### src/hw/qhb_dummy_unused.sv
// Spare design file: holds no logic of its own.
// Assumes every host pin function sits in qhb_host_pins.

### src/hw/qhb_pkg.sv
// Package for the quad UART host bus pin block: offsets, bit positions,
// reset values and the carrier struct of the host bus inputs.
// Assumes one 40 MHz clock domain; host pins are asynchronous to it.
package qhb_pkg;

	// ------------------------------------------------------------
	// Clock and geometry
	// ------------------------------------------------------------
	localparam int CLK_MHZ       = 40;
	localparam int CHANNELS      = 4;
	localparam int REGS_PER_CH   = 8;
	localparam int ADDR_W        = 5;
	localparam int DATA_W        = 8;
	localparam int SYNC_STAGES   = 2;

	// ------------------------------------------------------------
	// Register offsets within one channel (low three address bits)
	// ------------------------------------------------------------
	localparam logic [2:0] OFF_DATA      = 3'h0;
	localparam logic [2:0] OFF_INT_EN    = 3'h1;
	localparam logic [2:0] OFF_STAT_FEAT = 3'h2;
	localparam logic [2:0] OFF_LINE_CTL  = 3'h3;
	localparam logic [2:0] OFF_MODEM_CTL = 3'h4;
	localparam logic [2:0] OFF_LINE_STAT = 3'h5;
	localparam logic [2:0] OFF_MODEM_ST  = 3'h6;
	localparam logic [2:0] OFF_SCRATCH   = 3'h7;

	// ------------------------------------------------------------
	// Field positions
	// ------------------------------------------------------------
	localparam int MODEM_CTL_RTS_BIT    = 1;
	localparam int MODEM_CTL_INT_OE_BIT = 3;
	localparam int FEAT_AUTO_RTS_BIT    = 6;
	localparam int INT_EN_MODEM_BIT     = 3;
	localparam int MSR_CALL_FLAG   = 2;
	localparam int MSR_CALL_LEVEL  = 6;
	localparam int ISR_NONE_BIT    = 0;

	// ------------------------------------------------------------
	// Reset values
	// ------------------------------------------------------------
	localparam logic [7:0] REG_RESET    = 8'h00;
	localparam logic [7:0] DATA_RESET   = 8'h00;
	localparam logic       MODE_RESET   = 1'b1;

	// Host bus inputs as they arrive on the pins
	typedef struct packed {
		logic                cs_n;
		logic                rd_n;
		logic                wr_n;
		logic [ADDR_W-1:0]   addr;
		logic [DATA_W-1:0]   data;
	} qhb_bus_t;

	// Select and both strobes high, address and data low
	localparam logic [$bits(qhb_bus_t)-1:0] BUS_IDLE = 16'hE000;

endpackage

### src/hw/qhb_host_pins.sv
// Host-facing pin logic of a four-channel UART: split and combined strobe
// bus styles, shared interrupt, mode-dependent reset, call and RTS pins.
// Assumes all pins are asynchronous to clk and the core runs at 40 MHz.
`timescale 1ns/1ps

module qhb_host_pins (
	clk,
	reset,
	bus_style_pin,
	reset_pin,
	host_bus,
	incoming_call_input_n,
	rx_room,
	tx_serial,
	rx_pin,
	data_out,
	data_oe_n,
	irq_pin,
	chan_int_bcd,
	request_to_send_n,
	tx_pin,
	rx_serial
);
	import qhb_pkg::*;

	input  wire logic                                clk;
	input  wire logic                                reset;
	input  wire logic                                bus_style_pin;
	input  wire logic                                reset_pin;
	input  wire qhb_pkg::qhb_bus_t                   host_bus;
	input  wire logic [qhb_pkg::CHANNELS-1:0]        incoming_call_input_n;
	input  wire logic [qhb_pkg::CHANNELS-1:0]        rx_room;
	input  wire logic [qhb_pkg::CHANNELS-1:0]        tx_serial;
	input  wire logic [qhb_pkg::CHANNELS-1:0]        rx_pin;
	output logic      [qhb_pkg::DATA_W-1:0]          data_out;
	output logic                                     data_oe_n;
	output logic                                     irq_pin;
	output logic      [qhb_pkg::CHANNELS-1:1]        chan_int_bcd;
	output logic      [qhb_pkg::CHANNELS-1:0]        request_to_send_n;
	output logic      [qhb_pkg::CHANNELS-1:0]        tx_pin;
	output logic      [qhb_pkg::CHANNELS-1:0]        rx_serial;

	localparam int NREG = CHANNELS * REGS_PER_CH;
	localparam int SW   = $bits(qhb_bus_t) + CHANNELS * 2 + 2;

	// ------------------------------------------------------------
	// Pin synchronisers
	// ------------------------------------------------------------
	logic [SW-1:0]       sync1_q;
	logic [SW-1:0]       sync2_q;
	wire  [SW-1:0]       pins_w = {host_bus, incoming_call_input_n,
	                               rx_pin, bus_style_pin, reset_pin};

	// Two stages; only the second stage is read by logic
	always_ff @(posedge clk) begin
		if (reset) begin
			sync1_q <= {BUS_IDLE, {CHANNELS{1'b1}}, {CHANNELS{1'b1}}, 2'b10};
			sync2_q <= {BUS_IDLE, {CHANNELS{1'b1}}, {CHANNELS{1'b1}}, 2'b10};
		end else begin
			sync1_q <= pins_w;
			sync2_q <= sync1_q;
		end
	end

	qhb_bus_t              bus_s;
	wire [CHANNELS-1:0]    call_n_s  = sync2_q[2*CHANNELS+1 -: CHANNELS];
	wire [CHANNELS-1:0]    rx_s      = sync2_q[CHANNELS+1 -: CHANNELS];
	wire                   style_s   = sync2_q[1];
	wire                   rstpin_s  = sync2_q[0];
	assign bus_s = sync2_q[SW-1 -: $bits(qhb_bus_t)];

	// ------------------------------------------------------------
	// Mode and reset
	// ------------------------------------------------------------
	logic mode_split_q;
	// Pin polarity follows the latched bus style
	wire  pin_rst_w = mode_split_q ? rstpin_s : ~rstpin_s;
	wire  rst_any   = reset | pin_rst_w;
	// Style in force after this edge; reset outputs follow it so the
	// shared request does not pulse low while combined style latches
	wire  mode_next_w = reset     ? MODE_RESET :
	                    pin_rst_w ? style_s    : mode_split_q;

	// Style is sampled only while the reset pin is active, so a glitch
	// on the select pin cannot swap bus styles mid-operation
	always_ff @(posedge clk) begin
		mode_split_q <= mode_next_w;
	end

	// ------------------------------------------------------------
	// Access decode
	// ------------------------------------------------------------
	wire        cs_s     = ~bus_s.cs_n;
	// Combined style: write pin carries read/write, read pin unused
	wire        rd_act_w = cs_s & (mode_split_q ? ~bus_s.rd_n
	                                            : bus_s.wr_n);
	wire        wr_act_w = cs_s & ~bus_s.wr_n;
	logic       rd_act_q;
	logic       wr_act_q;
	wire        rd_go    = rd_act_w & ~rd_act_q;
	wire        wr_go    = wr_act_w & ~wr_act_q;
	wire [1:0]  ch_w     = bus_s.addr[4:3];
	wire [2:0]  off_w    = bus_s.addr[2:0];
	wire [4:0]  idx_w    = bus_s.addr;

	// ------------------------------------------------------------
	// Register storage and call flags
	// ------------------------------------------------------------
	logic [7:0]          regs_q [NREG];
	logic [CHANNELS-1:0] call_prev_q;
	logic [CHANNELS-1:0] call_flag_q;
	wire  [CHANNELS-1:0] call_rise   = call_n_s & ~call_prev_q;
	wire  [CHANNELS-1:0] call_clr;
	wire  [CHANNELS-1:0] cond_w;
	wire  [CHANNELS-1:0] int_out_w;
	wire  [CHANNELS-1:0] rts_w;

	genvar g;
	generate
		for (g = 0; g < CHANNELS; g++) begin : g_ch
			localparam int B = g * REGS_PER_CH;
			wire [7:0] int_en    = regs_q[B + 32'(OFF_INT_EN)];
			wire [7:0] modem_ctl = regs_q[B + 32'(OFF_MODEM_CTL)];
			wire [7:0] feat      = regs_q[B + 32'(OFF_STAT_FEAT)];
			// Reading modem status clears the flag
			assign call_clr[g]  = rd_go & (ch_w == 2'(g))
			                    & (off_w == OFF_MODEM_ST);
			// Enabled interrupt condition of this channel
			assign cond_w[g]    = call_flag_q[g] & int_en[INT_EN_MODEM_BIT];
			assign int_out_w[g] = cond_w[g]
			                    & modem_ctl[MODEM_CTL_INT_OE_BIT];
			// Auto flow: hold RTS off while receive side has no room
			assign rts_w[g]     = modem_ctl[MODEM_CTL_RTS_BIT]
			                    & (~feat[FEAT_AUTO_RTS_BIT]
			                       | rx_room[g]);
		end
	endgenerate

	// Writes land in the addressed register; set beats clear on flags
	always_ff @(posedge clk) begin
		if (rst_any) begin
			for (int i = 0; i < NREG; i++)
				regs_q[i] <= REG_RESET;
			call_prev_q <= {CHANNELS{1'b1}};
			call_flag_q <= '0;
		end else begin
			if (wr_go)
				regs_q[idx_w] <= bus_s.data;
			call_prev_q <= call_n_s;
			call_flag_q <= (call_flag_q & ~call_clr) | call_rise;
		end
	end

	// ------------------------------------------------------------
	// Read data selection
	// ------------------------------------------------------------
	wire [7:0] isr_w = {7'h00, ~cond_w[ch_w]};
	wire       call_lvl_w = ~call_n_s[ch_w];
	wire       call_flg_w = call_flag_q[ch_w];
	// Widen before shifting so no inverted upper bits leak in
	wire [7:0] msr_w = (8'(call_lvl_w) << MSR_CALL_LEVEL)
	                 | (8'(call_flg_w) << MSR_CALL_FLAG);
	wire [7:0] rd_data_w = (off_w == OFF_STAT_FEAT) ? isr_w :
	                       (off_w == OFF_MODEM_ST)  ? msr_w :
	                       regs_q[idx_w];

	// ------------------------------------------------------------
	// Output registers
	// ------------------------------------------------------------
	// Data captured at strobe start and kept until the next read; drive released once strobe or select ends
	always_ff @(posedge clk) begin
		if (rst_any) begin
			rd_act_q  <= 1'b0;
			wr_act_q  <= 1'b0;
			data_out  <= DATA_RESET;
			data_oe_n <= 1'b1;
		end else begin
			rd_act_q  <= rd_act_w;
			wr_act_q  <= wr_act_w;
			if (rd_go)
				data_out <= rd_data_w;
			data_oe_n <= ~rd_act_w;
		end
	end

	// Interrupt, modem and serial pins; reset forces idle levels
	always_ff @(posedge clk) begin
		if (rst_any) begin
			irq_pin           <= ~mode_next_w;
			chan_int_bcd      <= '0;
			request_to_send_n <= {CHANNELS{1'b1}};
			tx_pin            <= {CHANNELS{1'b1}};
			rx_serial         <= {CHANNELS{1'b1}};
		end else begin
			irq_pin           <= mode_split_q ? int_out_w[0]
			                                  : ~(|cond_w);
			chan_int_bcd      <= mode_split_q ? int_out_w[CHANNELS-1:1]
			                                  : '0;
			request_to_send_n <= ~rts_w;
			tx_pin            <= tx_serial;
			rx_serial         <= rx_s;
		end
	end
endmodule // qhb_host_pins

### config.mk
export PLATFORM = sky130hd
export DESIGN_NAME = qhb_host_pins
export DESIGN_NICKNAME = d
export VERILOG_FILES = /design/src/hw/qhb_dummy_unused.sv /design/src/hw/qhb_pkg.sv /design/src/hw/qhb_host_pins.sv
export SDC_FILE = /design/constraint.sdc
export NUM_CORES = 1
export LEC_CHECK = 0
export BUFFER_PORTS_ARGS = -buffer_cell sky130_fd_sc_hd__buf_2
export CORE_MARGIN = 2
export CORE_UTILIZATION = 38
export CTS_BUF_LIST = sky130_fd_sc_hd__clkbuf_8
export DETAILED_ROUTE_END_ITERATION = 12
export PLACE_DENSITY_LB_ADDON = 0.2
export SYNTH_ARGS = -nofsm -noshare
export SYNTH_HDL_FRONTEND = slang
export SYNTH_SLANG_ARGS = --single-unit
### constraint.sdc
create_clock -name clk -period 3.6 [get_ports clk]
set_clock_uncertainty 0.15 [all_clocks]
set_input_delay 0 -clock clk [delete_from_list [all_inputs] [get_ports clk]]
set_output_delay 0 -clock clk [all_outputs]
set_load 0.05 [all_outputs]
* After elaboration in Yosys (flattened, before gate mapping)
Memory sizes are Yosys's and may differ from the RTL's. A register that Yosys moved wholly into a read port is not among the register bits.
Cells that the tools add are included.
** Storage, ports and cells
- Flip-flop bits (word level) :: 88
- Memories :: 1
- Input port bits :: 36
- Logic and storage cells :: 100
- RAM bits :: 256
- Latch bits :: 0
- Bits in read-only memories :: 0
- Output and inout bits :: 25
** Memory list
- regs_q :: words 32, width 8, rd ports 13, clocked after memory_dff 1, write ports 32, RTL line qhb_host_pins.sv:109 : logic [7:0] regs_q [NREG];
** Cells by class
- Eq/ne operators :: 5
- Mux-type cells :: 23
- Bitwise gates (word level) :: 52
- Div/mod/pow operators :: 0
- Reductions and logical operators :: 4
- Multipliers :: 0
- Shift-type cells :: 0
- $lt $le $gt $ge :: 1
- $add $sub $neg :: 0
** Operator list (count)
- AND 1 bit :: 24
- two-way mux 8 bit :: 3
- NOT 1 bit :: 16
- two-way mux 1 bit :: 15
- NOT 4 bit :: 3
- two-way mux 5 bit :: 2
- AND 4 bit :: 2
- OR reduction 8 bit :: 1
- OR 7 x 3 -> 7 bit :: 1
- binary-select mux 1 bit (select 2 bit) :: 3
- OR 1 bit :: 5
- equality test 2 bit (second input constant) :: 2
- OR 4 bit :: 1
- OR reduction 4 bit :: 1
- equality test 3 x 2 -> 1 bit (second input constant) :: 1
- equality test 3 bit (second input constant) :: 1
- < comparator 2 x 3 -> 1 bit (second input constant) :: 1
- equality test 2 x 1 -> 1 bit (second input constant) :: 1
- logical NOT 2 bit :: 1
- OR reduction 2 bit :: 1

* Logic depth before layout (Yosys ltp)
- Depth in word-level cells :: 9
- Mapped depth :: 8
- Mapped depth without buffers :: 5

* Least setup slack after synthesis
No wires, ideal clock.
- Path type :: reg2reg
- Start point :: register mode_split_q
- End point :: memory regs_q[13][0], enable pin
- Setup slack :: 1097 ps
- Required time :: 3066 ps
- Stages on the path, launching flop included :: 7
- Path buffers :: 2
- Arrival time :: 1969 ps
- Setup time :: 384 ps
- Clock period less this slack :: 2503 ps
- Cells stage by stage :: dfxtp_1 > buf_4 > xnor2_1 > nor3_2 > nand3b_1 > buf_2 > o21ai_0
** RTL lines
- from (decl) :: RTL line qhb_host_pins.sv:75 : logic mode_split_q;
- from (signal assigned) :: RTL line qhb_host_pins.sv:87 : mode_split_q <= mode_next_w;
- to (decl) :: RTL line qhb_host_pins.sv:109

==> flow_metrics.env <==
export IMPL_clkTransAtPathRegs_ns=0.06
export IMPL_min_delay_start="rx_room[3]"
export IMPL_cp_arrival_ns=3.10
export IMPL_wire_per_inst_um=21.2
export IMPL_ys_seq_area_share_pct=64.1
export IMPL_synth_top_area_cell="edfxtp_1"
export IMPL_slew_violations=0
export IMPL_final_antenna_net_count=0
export IMPL_vdd_drop_max_v=0.000280
export IMPL_layout_common_cells="and2_1, edfxtp_1, mux2i_1"
export IMPL_route_detailed_drc=0
export IMPL_syn_inst=1122
export IMPL_io_pins=61
export IMPL_stdcell_count=1847
export IMPL_dpl_worst_slack_ns=0.711
export IMPL_grt_overflow=0
export IMPL_fin_util_pct=45.6
export IMPL_p_seq_share_pct=54.6
export IMPL_r2r_slack_ns=0.65
export IMPL_cp_max_fo=13
export IMPL_clockBufferDepth=3
export IMPL_async_flop_share_pct=0
export IMPL_start_util_pct=38.3
export IMPL_hold_depth=4
export IMPL_syn_area_per_cell_um2=13.1
export IMPL_ys_seq_elements=344
export IMPL_holdPathEnd="request_to_send_n[3]"
export IMPL_startpoint_type="flop"
export IMPL_status="finished clean"
export IMPL_internal_power_w=0.00627
export IMPL_root_buffer="clkbuf_8"
export IMPL_grt_use_total_pct=19.4
export IMPL_dieArea_um2=40400
export IMPL_switchingPower_w=0.00202
export IMPL_grt_setup_unrepaired="no"
export IMPL_postCtsSetupBuffers=0
export IMPL_p_clk_share_pct=39.0
export IMPL_syn_nets=1158
export IMPL_synth_edf_count=256
export IMPL_clk_latency_ns=0.65
export IMPL_worst_setup_path_type="reg -> reg"
export IMPL_yosysUniqueCellTypes=45
export IMPL_r2r_end="regs_q[19][6]"
export IMPL_maxCapViolations=0
export IMPL_comb_power_share_pct=6.5
export IMPL_r2r_start="sync2_q[23]"
export IMPL_syn2layout_area_growth_pct=19.1
export IMPL_finalSetupTns_ns=0
export IMPL_hold_viol=0
export IMPL_drt_iter0_drc=662
export IMPL_first_pass_iters=5
export IMPL_clkSinkCount=344
export IMPL_yosys_warnings=0
export IMPL_grt_pass1_wl_mm=58.3
export IMPL_finalNetCount=1317
export IMPL_fin_crit_sh_pct=82.0
export IMPL_required_ns=3.75
export IMPL_cts_buffers=57
export IMPL_setup_slack_ns=0.647
export IMPL_synth_area_top_cells="edfxtp_1, dfxtp_1, and2_1, mux2i_1, o22ai_1"
export IMPL_period_needed_ns=2.95
export IMPL_diodes=0
export IMPL_grt_pass1_vias=9285
export IMPL_ys_flop_type="edfxtp_1"
export IMPL_synth_top_cell_area_share_pct=52.2
export IMPL_cellPowerDensity_nw_per_um2=472
export IMPL_dieHeight_um=201
export IMPL_slew_headroom_pct=31.1
export IMPL_std_cell_rows=72
export IMPL_reg2regPathDepth=5
export IMPL_end_kind="flop"
export IMPL_gp_congestion=0.838
export IMPL_p_leak_nw=6.38
export IMPL_htree_levels=2
export IMPL_setup_violations=0
export IMPL_num_vias=9270
export IMPL_antenna_found_initial=2
export IMPL_synth_area_um2=14700
export IMPL_grt_max_degree=70
export IMPL_netSwitchingFraction_pct=24.4
export IMPL_placedCellCount=1660
export IMPL_die_w_um=201
export IMPL_port_buffers=60
export IMPL_max_freq_ghz=0.339
export IMPL_cts_tree="yes"
export IMPL_drive_above_1_share_pct=18.0
export IMPL_core_area_um2=38500
export IMPL_routed_wirelength_mm=39.2
export IMPL_worst_pin_slew_ns=1.03
export IMPL_ctsResizeCount=0
export IMPL_holdBufCountCts=80
export IMPL_holdCritPathClass="in -> reg"
export IMPL_place_hpwl_mm=24.4
export IMPL_layout_commonest_cell="and2_1"
export IMPL_vias_per_cell=5.02
==> how the worst max path moves through the flow <==
stage | from | to | cells past startpoint
after floorplan | mode_split_q | regs_q[13][0] | 6
after global placement | sync2_q[23] | regs_q[19][1] | 5
after detailed placement | sync2_q[23] | regs_q[19][4] | 5
after CTS | sync2_q[23] | regs_q[19][6] | 5
after global routing | sync2_q[21] | regs_q[24][0] | 3
final | sync2_q[23] | regs_q[19][6] | 5
==> routing by layer <==
metal / share of wire, % / up-vias / global-route usage (%)
li1: - / 4373 / -
met1: 45 / 4502 / 26.5
met2: 47 / 323 / 31.2
met3: 6.5 / 72 / 4.04
met4: 2.3 / 0 / 5.77
met5: 0 / - / 0
==> synthesized netlist by cell type, types with 2 or more instances <==
cell / number
and3_1: 3
a21oi_1: 5
mux2i_1: 128
edfxtp_1: 256
mux4_2: 3
or3_1: 14
and2_1: 261
nand4bb_1: 5
clkbuf_1: 55
nor2_2: 20
nor2b_1: 29
nand3b_1: 3
nand4b_1: 5
nor2_1: 5
nor3_2: 14
buf_1: 2
o22ai_1: 64
dfxtp_1: 88
or2_2: 25
inv_1: 3
nand3_1: 5
nor3_1: 3
nand2b_1: 22
a32o_1: 5
nor4_1: 16
a22o_1: 2
o21ai_0: 26
nand2_1: 15
buf_2: 21
or4b_1: 4
==> power by group through the flow <==
stage / Clock (W) / Sequential [W] / Combinational [W]
final: 0.00323 / 0.00452 / 0.000537
after CTS: 0.00329 / 0.00452 / 0.000536
after global placement: 0 / 0.00460 / 0.000470
after floorplan: 0 / 0.00458 / 0.000278
after detailed placement: 0 / 0.00461 / 0.000470
after global routing: 0.00347 / 0.00454 / 0.000576
==> state kept, by name, indices dropped and copies added (netlist names) <==
register           count
regs_q               256
sync1_q               26
sync2_q               26
data_out               8
call_flag_q            4
call_prev_q            4
request_to_send_n      4
rx_serial              4
tx_pin                 4
chan_int_bcd           3
data_oe_n              1
irq_pin                1
mode_split_q           1
rd_act_q               1
wr_act_q               1
==> area by class of cell <==
class / instances / area, µm²
clock inverters: 47 / 238
multi-input cells: 696 / 4950
repair buffers: 179 / 1420
well taps: 518 / 648
flip-flops and latches: 344 / 9460
fillers: 3487 / 20900
inverters: 3 / 11.3
clock buffers: 60 / 826
==> logic make-up (layout without fill, tap and decap cells) <==
kind of cell | Yosys count | in the layout | synth area share [%]
and+or+nand+nor | 456 | 456 | 19.8
xor gates and xnor gates | 1 | 1 | 0.0595
DFF | 344 | 344 | 64.1
muxes | 131 | 131 | 9.15
AOI/OAI and AO/OA | 107 | 107 | 4.50
buffers and inverters | 82 | 289 | 2.29
adders and majority gates | 1 | 1 | 0.0679
==> metrics by stage <==
step	total power [W]	hold slack, ns	area [µm²]
after floorplan	0.00486	-0.0477	14700
after global placement	0.00507	0.0328	15700
after detailed placement	0.00508	0.0348	15700
after CTS	0.00835	0.0192	17600
after global routing	0.00859	0.0522	17600
final	0.00829	0.0467	17600
==> critical path, cell delays in order, from the launching register on <==
cell and delay, ns:
dfxtp_1 0.33, or3_1 0.38, nor3_2 0.26, nand3_2 0.50, nor3_2 0.55, nand2b_1 0.42
No activity file was read; power rests on OpenSTA's default activity.
